`config.mk`:
```
export PLATFORM = sky130hd
export DESIGN_NAME = serial_lowside_driver_ctrl
export DESIGN_NICKNAME = d
export VERILOG_FILES = /design/src/rtl/lowside_pkg.sv /design/src/rtl/serial_lowside_driver_ctrl.sv /design/src/rtl/sync_2ff.sv
export SDC_FILE = /design/constraint.sdc
export NUM_CORES = 1
export LEC_CHECK = 0
export BUFFER_PORTS_ARGS = -buffer_cell sky130_fd_sc_hd__buf_2
export CAP_MARGIN = 25
export CORE_MARGIN = 2
export CORE_UTILIZATION = 60
export DETAILED_ROUTE_END_ITERATION = 12
export GPL_ROUTABILITY_DRIVEN = 0
export HOLD_SLACK_MARGIN = 0.03
export PLACE_DENSITY = 0.88
export SLEW_MARGIN = 20
export SYNTH_ARGS = -nofsm -noshare
export SYNTH_HDL_FRONTEND = slang
export SYNTH_SLANG_ARGS = --single-unit
```
`constraint.sdc`:
```
create_clock -name clk -period 3.6 [get_ports clk]
set_input_delay 0.36 -clock clk [delete_from_list [all_inputs] [get_ports clk]]
set_output_delay 0.36 -clock clk [all_outputs]
set_load 0.1 [all_outputs]
```
`src/rtl/lowside_pkg.sv`:
```
// Operation
// - rising shift clock shifts data while strobe low
// - last shift stage drives the serial output
// - strobe rise copies shift register to outputs
// - four channels, each with its own bit
// - lasting current limit disables channel, flags fault
// - overcurrent clears itself after the retry interval
// - reset or supply loss clears overcurrent at once
// - overheating disables all outputs, flags fault
// - undervoltage resets logic and disables everything
// - off channel held low sets open-load flag
// - open-load flag clears while output bit set
// - overcurrent flag clears when output bit cleared
// - per-channel fault bit is overcurrent or open-load
// - first falling clock after strobe loads faults
// - readout shifts on each falling shift clock
// - fault pin low on any flag or overheating
// - enable gates channels, serial logic keeps running
// - reset input clears logic and serial registers
// - internal power-up reset, no reset pulse needed; the code takes its power-up reset from resetn
// - open-load qualified by a 15 us deglitch
package lowside_pkg;

    localparam int CHANNELS       = 4;
    localparam int CLK_PERIOD_NS  = 10;

    localparam int OC_DEGLITCH_NS = 3500;
    localparam int OL_DEGLITCH_NS = 15000;
    localparam int RETRY_NS       = 1200000;

    localparam int OC_DEGLITCH_CYCLES =
        (OC_DEGLITCH_NS + CLK_PERIOD_NS - 1) / CLK_PERIOD_NS;
    localparam int OL_DEGLITCH_CYCLES =
        (OL_DEGLITCH_NS + CLK_PERIOD_NS - 1) / CLK_PERIOD_NS;
    localparam int RETRY_CYCLES =
        (RETRY_NS + CLK_PERIOD_NS - 1) / CLK_PERIOD_NS;

    localparam logic [3:0] SHIFT_RESET = 4'h0;
    localparam logic [3:0] STAGE_RESET = 4'h0;
    localparam logic       SDO_RESET   = 1'b0;

    typedef enum logic [1:0]
    {
        PHASE_WRITE,
        PHASE_LOAD_PENDING,
        PHASE_READ
    } phase_t;

endpackage : lowside_pkg

```
`src/rtl/serial_lowside_driver_ctrl.sv`:
```
`timescale 1ns/1ps

module serial_lowside_driver_ctrl #(
    parameter int CHANNELS           = lowside_pkg::CHANNELS,
    parameter int OC_DEGLITCH_CYCLES = lowside_pkg::OC_DEGLITCH_CYCLES,
    parameter int OL_DEGLITCH_CYCLES = lowside_pkg::OL_DEGLITCH_CYCLES,
    parameter int RETRY_CYCLES       = lowside_pkg::RETRY_CYCLES
) (
    input  wire logic                clk,
    input  wire logic                resetn,
    input  wire logic                sclk,
    input  wire logic                serial_data_in,
    input  wire logic                transfer_strobe,
    input  wire logic                output_enable_n,
    input  wire logic                device_reset,
    input  wire logic                thermal_shutdown,
    input  wire logic                undervoltage_lockout,
    input  wire logic [CHANNELS-1:0] current_limit,
    input  wire logic [CHANNELS-1:0] open_load_sense,
    output      logic [CHANNELS-1:0] channel_on,
    output      logic                serial_data_out,
    output      logic                fault_flag_n_out,
    output      logic                fault_flag_n_oe,
    output      logic [CHANNELS-1:0] overcurrent_flag,
    output      logic [CHANNELS-1:0] open_load_flag
);

    ////////////////////////////////////////////////////////////////////////
    // parameter checks

    localparam int TW = $clog2(RETRY_CYCLES + 1);
    localparam int SW = 7 + 2 * CHANNELS;

    generate
        if (CHANNELS != 4)
        begin : g_bad_channels
            $error("channel count must be four");
        end
        if (OC_DEGLITCH_CYCLES < 2 || OL_DEGLITCH_CYCLES < 2)
        begin : g_bad_deglitch
            $error("deglitch counts must be at least two");
        end
        if (RETRY_CYCLES < OC_DEGLITCH_CYCLES ||
            RETRY_CYCLES < OL_DEGLITCH_CYCLES)
        begin : g_bad_retry
            $error("retry count must be the longest count");
        end
    endgenerate

    localparam logic [TW-1:0] OC_LIMIT    = TW'(OC_DEGLITCH_CYCLES);
    localparam logic [TW-1:0] OL_LIMIT    = TW'(OL_DEGLITCH_CYCLES);
    localparam logic [TW-1:0] RETRY_LIMIT = TW'(RETRY_CYCLES);
    localparam logic [TW-1:0] TIMER_ONE   = TW'(1);
    localparam logic [TW-1:0] TIMER_ZERO  = TW'(0);

    ////////////////////////////////////////////////////////////////////////
    // input synchronisers

    logic [SW-1:0]       raw_in;
    logic [SW-1:0]       sync_in;
    logic                sclk_s;
    logic                sdi_s;
    logic                strobe_s;
    logic                enable_n_s;
    logic                dev_reset_s;
    logic                tsd_s;
    logic                undervoltage_lockout_s;
    logic [CHANNELS-1:0] limit_s;
    logic [CHANNELS-1:0] low_volt_s;

    assign raw_in = {sclk, serial_data_in, transfer_strobe,
                     output_enable_n, device_reset, thermal_shutdown,
                     undervoltage_lockout, current_limit,
                     open_load_sense};

    sync_2ff #(
        .WIDTH (SW)
    ) u_sync (
        .clk    (clk),
        .resetn (resetn),
        .d      (raw_in),
        .q      (sync_in)
    );

    assign {sclk_s, sdi_s, strobe_s, enable_n_s, dev_reset_s, tsd_s,
            undervoltage_lockout_s, limit_s, low_volt_s} = sync_in;

    ////////////////////////////////////////////////////////////////////////
    // edge detection and soft clear

    logic sclk_d;
    logic strobe_d;
    logic sclk_rise;
    logic sclk_fall;
    logic strobe_rise;
    logic clear;

    always_ff @(posedge clk or negedge resetn)
    begin
        if (!resetn)
        begin
            sclk_d   <= 1'b0;
            strobe_d <= 1'b0;
        end
        else
        begin
            sclk_d   <= sclk_s;
            strobe_d <= strobe_s;
        end
    end

    assign sclk_rise   = sclk_s & ~sclk_d;
    assign sclk_fall   = ~sclk_s & sclk_d;
    assign strobe_rise = strobe_s & ~strobe_d;

    // reset pin or low supply wipes phase, shift, stage, counters, flags and drive, not edge detectors
    assign clear = dev_reset_s | undervoltage_lockout_s;

    ////////////////////////////////////////////////////////////////////////
    // serial phase tracking

    lowside_pkg::phase_t phase;
    lowside_pkg::phase_t next_phase;

    always_comb
    begin
        next_phase = phase;
        unique case (phase)
            lowside_pkg::PHASE_WRITE:
            begin
                if (strobe_rise)
                begin
                    next_phase = lowside_pkg::PHASE_LOAD_PENDING;
                end
            end
            lowside_pkg::PHASE_LOAD_PENDING:
            begin
                if (!strobe_s)
                begin
                    next_phase = lowside_pkg::PHASE_WRITE;
                end
                else if (sclk_fall)
                begin
                    next_phase = lowside_pkg::PHASE_READ;
                end
            end
            lowside_pkg::PHASE_READ:
            begin
                if (!strobe_s)
                begin
                    next_phase = lowside_pkg::PHASE_WRITE;
                end
            end
            default:
            begin
                next_phase = lowside_pkg::PHASE_WRITE;
            end
        endcase
    end

    // power-up reset comes from resetn alone
    always_ff @(posedge clk or negedge resetn)
    begin
        if (!resetn)
        begin
            phase <= lowside_pkg::PHASE_WRITE;
        end
        else if (clear)
        begin
            phase <= lowside_pkg::PHASE_WRITE;
        end
        else
        begin
            phase <= next_phase;
        end
    end

    ////////////////////////////////////////////////////////////////////////
    // holding shift register and output stage

    logic [CHANNELS-1:0] shift_reg;
    logic [CHANNELS-1:0] stage;
    logic [CHANNELS-1:0] fault_bit;

    always_ff @(posedge clk or negedge resetn)
    begin
        if (!resetn)
        begin
            shift_reg <= lowside_pkg::SHIFT_RESET;
        end
        else if (clear)
        begin
            shift_reg <= lowside_pkg::SHIFT_RESET;
        end
        else if (sclk_rise && !strobe_s)
        begin
            shift_reg <= {shift_reg[CHANNELS-2:0], sdi_s};
        end
        else if (sclk_fall && strobe_s &&
                 phase == lowside_pkg::PHASE_LOAD_PENDING)
        begin
            shift_reg <= fault_bit;
        end
        else if (sclk_fall && phase == lowside_pkg::PHASE_READ)
        begin
            shift_reg <= {shift_reg[CHANNELS-2:0], sdi_s};
        end
    end

    always_ff @(posedge clk or negedge resetn)
    begin
        if (!resetn)
        begin
            stage <= lowside_pkg::STAGE_RESET;
        end
        else if (clear)
        begin
            stage <= lowside_pkg::STAGE_RESET;
        end
        else if (strobe_rise)
        begin
            stage <= shift_reg;
        end
    end

    // last stage feeds the next device in a chain
    always_ff @(posedge clk or negedge resetn)
    begin
        if (!resetn)
        begin
            serial_data_out <= lowside_pkg::SDO_RESET;
        end
        else
        begin
            serial_data_out <= shift_reg[CHANNELS-1];
        end
    end

    ////////////////////////////////////////////////////////////////////////
    // per-channel protection and drive

    logic [CHANNELS-1:0] oc_flag;
    logic [CHANNELS-1:0] ol_flag;
    logic [CHANNELS-1:0] oc_trip;
    logic [CHANNELS-1:0] ol_trip;
    logic [CHANNELS-1:0] retry_done;

    genvar ch;
    generate
        for (ch = 0; ch < CHANNELS; ch++)
        begin : g_channel
            logic [TW-1:0] oc_count;
            logic [TW-1:0] ol_count;
            logic [TW-1:0] retry_count;

            // current limit must persist past the deglitch time
            assign oc_trip[ch] = channel_on[ch] & limit_s[ch] &
                                 (oc_count == OC_LIMIT);
            assign ol_trip[ch] = ~stage[ch] & low_volt_s[ch] &
                                 (ol_count == OL_LIMIT);
            assign retry_done[ch] = (retry_count == TIMER_ONE);

            always_ff @(posedge clk or negedge resetn)
            begin
                if (!resetn)
                begin
                    oc_count <= TIMER_ZERO;
                end
                else if (clear)
                begin
                    oc_count <= TIMER_ZERO;
                end
                else if (channel_on[ch] && limit_s[ch] &&
                         oc_count != OC_LIMIT)
                begin
                    oc_count <= oc_count + TIMER_ONE;
                end
                else if (!(channel_on[ch] && limit_s[ch]))
                begin
                    oc_count <= TIMER_ZERO;
                end
            end

            always_ff @(posedge clk or negedge resetn)
            begin
                if (!resetn)
                begin
                    retry_count <= TIMER_ZERO;
                end
                else if (clear)
                begin
                    retry_count <= TIMER_ZERO;
                end
                else if (oc_trip[ch])
                begin
                    retry_count <= RETRY_LIMIT;
                end
                else if (!stage[ch])
                begin
                    retry_count <= TIMER_ZERO;
                end
                else if (retry_count != TIMER_ZERO)
                begin
                    retry_count <= retry_count - TIMER_ONE;
                end
            end

            // set wins over retry and stage clears in the same cycle, soft clear wins over set
            always_ff @(posedge clk or negedge resetn)
            begin
                if (!resetn)
                begin
                    oc_flag[ch] <= 1'b0;
                end
                else if (clear)
                begin
                    oc_flag[ch] <= 1'b0;
                end
                else if (oc_trip[ch])
                begin
                    oc_flag[ch] <= 1'b1;
                end
                else if (retry_done[ch])
                begin
                    oc_flag[ch] <= 1'b0;
                end
                else if (!stage[ch])
                begin
                    oc_flag[ch] <= 1'b0;
                end
            end

            always_ff @(posedge clk or negedge resetn)
            begin
                if (!resetn)
                begin
                    ol_count <= TIMER_ZERO;
                end
                else if (clear)
                begin
                    ol_count <= TIMER_ZERO;
                end
                else if (!stage[ch] && low_volt_s[ch] &&
                         ol_count != OL_LIMIT)
                begin
                    ol_count <= ol_count + TIMER_ONE;
                end
                else if (!(!stage[ch] && low_volt_s[ch]))
                begin
                    ol_count <= TIMER_ZERO;
                end
            end

            always_ff @(posedge clk or negedge resetn)
            begin
                if (!resetn)
                begin
                    ol_flag[ch] <= 1'b0;
                end
                else if (clear)
                begin
                    ol_flag[ch] <= 1'b0;
                end
                else if (ol_trip[ch])
                begin
                    ol_flag[ch] <= 1'b1;
                end
                else if (stage[ch])
                begin
                    ol_flag[ch] <= 1'b0;
                end
            end

            // each channel conducts on its own stage bit
            always_ff @(posedge clk or negedge resetn)
            begin
                if (!resetn)
                begin
                    channel_on[ch] <= 1'b0;
                end
                else if (clear)
                begin
                    channel_on[ch] <= 1'b0;
                end
                else
                begin
                    channel_on[ch] <= stage[ch] & ~enable_n_s &
                                      ~tsd_s &
                                      ~oc_flag[ch] &
                                      ~oc_trip[ch];
                end
            end
        end
    endgenerate

    assign fault_bit        = oc_flag | ol_flag;
    assign overcurrent_flag = oc_flag;
    assign open_load_flag   = ol_flag;

    ////////////////////////////////////////////////////////////////////////
    // open-drain fault pin

    always_ff @(posedge clk or negedge resetn)
    begin
        if (!resetn)
        begin
            fault_flag_n_oe  <= 1'b0;
            fault_flag_n_out <= 1'b0;
        end
        else
        begin
            fault_flag_n_oe  <= (|fault_bit) | tsd_s;
            fault_flag_n_out <= 1'b0;
        end
    end

endmodule : serial_lowside_driver_ctrl

```
`src/rtl/sync_2ff.sv`:
```
`timescale 1ns/1ps

module sync_2ff #(
    parameter int WIDTH = 1
) (
    input  wire logic             clk,
    input  wire logic             resetn,
    input  wire logic [WIDTH-1:0] d,
    output      logic [WIDTH-1:0] q
);

    logic [WIDTH-1:0] meta;

    // first stage feeds only the second stage
    always_ff @(posedge clk or negedge resetn)
    begin
        if (!resetn)
        begin
            meta <= '0;
            q    <= '0;
        end
        else
        begin
            meta <= d;
            q    <= meta;
        end
    end

endmodule : sync_2ff

```
* Word-level counts from Yosys, hierarchy flattened
Cells that the tools add are included.
** Storage, ports and cells
- Register bits :: 260
- Bits of input ports :: 17
- Logic and storage cells :: 263
** Cells by class
- Add/sub/neg operators :: 12
- Equality and inequality tests :: 41
- Muxes and demuxes :: 84
- Bitwise logic cells :: 55
- Reductions and logical operators :: 38
** Operators by type and width (number)
- 17-bit two-way mux :: 40
- 17-bit by 1-bit adder with 17-bit output (second input constant) :: 8
- 17-bit by 1-bit equality test with 1-bit output (second input constant) :: 4
- 17-bit by 11-bit equality test with 1-bit output (second input constant) :: 4
- 17-bit by 9-bit equality test with 1-bit output (second input constant) :: 4
- 17-bit by 11-bit != test with 1-bit output (second input constant) :: 4
- 17-bit by 9-bit != test with 1-bit output (second input constant) :: 4
- 17-bit nonzero test :: 4
- 17-bit by 1-bit subtractor with 17-bit output (second input constant) :: 4
- 1-bit bitwise AND :: 35
- 1-bit two-way mux :: 32
- 4-bit by 2-bit != test with 1-bit output (second input constant) :: 8
- 4-bit two-way mux :: 6
- 3-bit by 2-bit != test with 1-bit output (second input constant) :: 8
- 1-bit logical AND :: 20
- 1-bit inverter :: 17
- 3-bit nonzero test :: 4
- 2-bit two-way mux :: 5
- 3-bit != test (second input constant) :: 2
- 2-bit one-hot mux with 3 select lines :: 1
- 1-bit logical NOT :: 5
- 4-bit != test (second input constant) :: 1
- 4-bit bitwise OR :: 1
- 4-bit nonzero test :: 1
- 7 further kinds :: 8

* Logic depth before layout (Yosys ltp)
- Word-level depth :: 7
- Mapped depth :: 9
- Gate-level depth less buffers :: 7

* Cells and area by module
A second synthesis with hierarchy kept.
** Unflattened totals
- Cell total of the unflattened synthesis :: 1294
- Area total of the unflattened synthesis :: 12688.4 µm²
** Modules (own cells, without submodules)
- serial_lowside_driver_ctrl :: instances 1, cells each 1264, area each 11937.7 µm², sequential area each 5755.5 µm²
- sync_2ff :: instances 1, cells each 30, area each 750.7 µm², sequential area each 750.7 µm²

* Least setup slack after synthesis
No wires, ideal clock.
- Path kind :: flip-flop to flip-flop
- From :: register channel_on[2]
- To :: register g_channel[2].retry_count[0]
- Library setup time :: 132 ps
- Data arrival time :: 1993 ps
- Required time :: 3468 ps
- Setup slack :: 1475 ps
- Stages on the path, launching flop included :: 5
- Period minus slack after synthesis :: 2125 ps
- Path through :: dfrtp_1 > nand2_1 > o31ai_1 > clkbuf_1 > nor2_1
** On the way
- Word-level cells in the longest chain between the ends :: 4
- Elaborated cells between the ends (all ways) :: 5
** Ends and longest elaborated chain
- from (decl) :: line serial_lowside_driver_ctrl.sv:20 : output logic [CHANNELS-1:0] channel_on,
- from (signal, indexed assignment) :: line serial_lowside_driver_ctrl.sv:387 : channel_on[ch] <= stage[ch] & ~enable_n_s &
- 1-bit bitwise AND (*) (2 in a row) :: line serial_lowside_driver_ctrl.sv:257 : assign oc_trip[ch] = channel_on[ch] & limit_s[ch] &
- 17-bit two-way mux :: line serial_lowside_driver_ctrl.sv:294 : else if (oc_trip[ch])
- 17-bit two-way mux :: line serial_lowside_driver_ctrl.sv:290 : else if (clear)
- to (signal assigned) :: line serial_lowside_driver_ctrl.sv:304 : retry_count <= retry_count - TIMER_ONE;
- to (decl) :: line serial_lowside_driver_ctrl.sv:254 : logic [TW-1:0] retry_count;
Every way passes the cells marked *; elsewhere a longest branch is shown, timed or not.
A chain may end at the register's enable or synchronous reset.

* Final worst setup path
- From :: register g_channel[3].retry_count[0]
- To :: register g_channel[3].retry_count[13]
** On the way
- Word-level cells in the longest chain between the ends :: 5
- Elaborated cells between the ends (all ways) :: 7
** Ends and longest elaborated chain
- from (decl) :: line serial_lowside_driver_ctrl.sv:254
- from (signal assigned) :: line serial_lowside_driver_ctrl.sv:304
- 17-bit by 1-bit subtractor with 17-bit output :: line serial_lowside_driver_ctrl.sv:304
- 17-bit two-way mux :: line serial_lowside_driver_ctrl.sv:302 : else if (retry_count != TIMER_ZERO)
- 17-bit two-way mux :: line serial_lowside_driver_ctrl.sv:298 : else if (!stage[ch])
- 17-bit two-way mux :: line serial_lowside_driver_ctrl.sv:294
- 17-bit two-way mux :: line serial_lowside_driver_ctrl.sv:290
Several ways; a longest one is shown, not always the timed one. The select of a mux whose other input is x is not followed.

==> flow_summary.yaml <==
synth:
  synth_compound_area_share_pct: 8.01
  yosysUniqueCellTypes: 69
  synthMuxAreaShare_pct: 1.10
  synthFlopType: "dfrtp_1"
  synthArstFlopShare_pct: 100
  synth-simple-area-share_pct: 25.8
  syn_area_um2: 12700
  yosysWarningCount: 0
  synthAdderAreaFrac_pct: 2.36
  synth_top_area_share_pct: 51.0
  syn_inst: 1302
  synth_top_family_by_area: "simple AND/OR/NAND/NOR gates"
  synth-edff-count: 0
  ys_ff_latch: 260
  synth-xor-area-share_pct: 9.34
  synth_nets: 1343
  synth.area.top_cells: "dfrtp_1, nor2_1, xor2_1"
  synth_largest_area_cell: "dfrtp_1"
  synth_seq_area_share_pct: 51.0
  synth.avg_cell_area_um2: 9.79
setup_path:
  crit_chain: "inv_1, ha_1, or3b_2, nor4_1, nor4_1, xnor2_1, nor2_1"
  critPathKind: "reg -> reg"
  crit_top_cell: "nor4_1"
  crit_family: "simple AND/OR/NAND/NOR gates"
  worst_ep_arrival_time_ns: 2.89
  path_buf_inv: 1
  crit_path_end_kind: "flip-flop"
  crit_required_ns: 4.02
  crit_fanout: 6
  cp_slowest_cell: "nor4_1"
  start_kind: "flip-flop"
  crit_path_max_incr_delay_ns: 0.64
routing:
  routedWlPerCell_um: 16.2
  vias_per_cell: 6.04
  drt_iter0_markers: 734
  postRouteAntennaNets: 0
  firstDrtPassIters: 7
  via_count: 9951
  drc: 0
  routed_wl_um: 26700
clocking:
  numClockSinks: 260
  tritoncts: "yes"
  clock_path_buffers: 3
  clkTransAtPathRegs_ns: 0.07
  cts_root_buf: "clkbuf_16"
  clock_latency_ns: 0.53
  cts_htree_levels: 1
  numCtsBuffers: 27
sta:
  fmax_mhz: 405
  finalSetupTns_ns: 0
  min_period_over_period_pct: 68.6
  setup_viol: 0
  fin_crit_ns: 2.47
  worst_slack_ns: 1.13
  rsz0062_at_grt: "false"
  maxSlewViolCount: 0
  hold_violations: 0
  slew_headroom_pct: 33.4
  skew_ns: 0.0122
  max_slew.worst_pin.slew_ns: 0.989
placement:
  hpwl_um: 17400
  port_buffers: 30
  dp.cells: 1584
  dpl_worst_slack_ns: 1.26
final_layout:
  antennaDiodeCount: 0
  layout-drive-gt1-share_pct: 8.30
  layout.nets: 1395
  reg.largest.list: "g_channel.oc_count (68), g_channel.ol_count (68), g_channel.retry_count (68)"
  fillers: 1537
  multi_input_area_um2: 5940
  post-route-util_pct: 68.0
  seq_area_um2: 6510
  area_growth_syn_to_layout_pct: 11.7
  fin_cells: 1648
outcome:
  status: "completed"
power:
  peakVddDrop_uv: 452
  p_leak_uw: 0.00607
  p_per_area_nw_per_um2: 413
floorplanning:
  initial_core_util_pct: 60.8
  core_um2: 21000
  dieArea_um2: 22400
  die_y_um: 150
  die_w_um: 150
  rows: 53
  io_pins: 32
global_routing:
  grt_max_degree: 82
  grt_overflow: 0
  grt_pass1_wl_um: 46200
  antenna_found_initial: 0
  track_usage_pct: 24.9
  grt_pass1_vias: 9811
run:
  cap_viol_max_count: 0
worst_hold_path:
  hp-class: "reg -> reg"
[cell usage after synthesis, types with 11 or more instances]
cell type / n
dfrtp_1: 260
a211oi_1: 13
or4_1: 11
nand2_1: 82
xnor2_1: 56
clkbuf_1: 23
xor2_1: 80
o21ai_0: 44
or3_1: 22
nand4_1: 37
a21oi_1: 65
inv_1: 36
nor4_1: 43
mux2i_1: 14
and3_1: 27
nor2_1: 198
nand3_1: 66
a31oi_1: 11
ha_1: 24
nor3_1: 53
[where the power goes]
group / switching [uW] / leakage [uW] / internal [uW]
sequential: 16.2 / 0.00356 / 2940
combinational: 96.2 / 0.00208 / 34.2
clock: 1120 / 0.000440 / 1670
total: 1240 / 0.00607 / 4650
[cell usage in the layout (no fill, tap or decap), drive strengths merged, types with 3 or more instances in the layout]
cell and count:
dfrtp 260, nor2 200, nand2 82, xor2 80, nand3 66, a21oi 65
xnor2 56, nor3 55, nor4 48, o21ai 45, buf 43, clkbuf 38
nand4 37, inv 37, and3 27, ha 24, or3 24, dlygate4sd3 16
mux2i 14, a211oi 14, or4 14, a31oi 11, and4 10, and2 10
nor4b 8, nand2b 8, nor3b 6, nor4bb 6, nand3b 6, clkinv 6
or3b 5, o211ai 5, a211o 5, o31ai 4, or2 4, nor2b 3
o21bai 3, bufinv 3
[layout make-up]
| class | instances | share of cell area, % |
|---|---|---|
| flip-flops and latches | 260 | 45.7 |
| clock buffers | 38 | 5.31 |
| inverters | 36 | 0.949 |
| well taps | 275 | 2.42 |
| multi-input cells | 970 | 41.7 |
| clock inverters | 10 | 0.905 |
| repair buffers | 59 | 3.02 |
[cells by family (layout without fill, tap and decap cells)]
logic type | count (synthesis) | after routing
flip-flops | 260 | 260
other | 1 | 1
AO/OA/AOI/OAI | 169 | 169
multiplexers | 14 | 14
XOR/XNOR | 136 | 136
buffers and inverters | 72 | 143
adder cells (fa/ha/maj) | 24 | 24
AND/OR/NAND/NOR | 626 | 626
[metrics by stage]
step | total power (uW) | hold slack, ns | instance area, um2
2_1_floorplan | 3050 | 0.0644 | 12700
3_3_place_gp | 3130 | 0.333 | 13200
3_5_place_dp | 3130 | 0.335 | 13200
4_1_cts | 5930 | 0.348 | 14200
5_1_grt | 6080 | 0.351 | 14200
6_report | 5890 | 0.347 | 14200
[routing by layer]
layer / vias up / track usage, % / share of wire (%)
met5: - / 0 / 0
met4: 0 / 7.83 / 2.9
met3: 74 / 3.69 / 5.3
met2: 290 / 41.8 / 49
met1: 4865 / 33.7 / 43
li1: 4722 / - / -
[timing repair]
item,CTS,global route
hold buffers,16,0
hold endpoints to repair,92,0
buffers inserted,0,0
resized for setup,0,0
[path summary, 6_finish.rpt]
kind	depth (start not counted)	slack (ns)	endpoint	startpoint
hold / removal	0	0.35	u_sync.q[11]	u_sync.meta[11]
max in group asynchronous	3	2.27	shift_reg[1]	resetn
min in group asynchronous	2	0.40	g_channel[1].oc_count[8]	resetn
setup reg to reg	7	1.13	g_channel[3].retry_count[13]	g_channel[3].retry_count[0]
hold reg to reg	0	0.35	u_sync.q[11]	u_sync.meta[11]
setup / recovery	7	1.13	g_channel[3].retry_count[13]	g_channel[3].retry_count[0]
(Power assumes the default switching activity.)
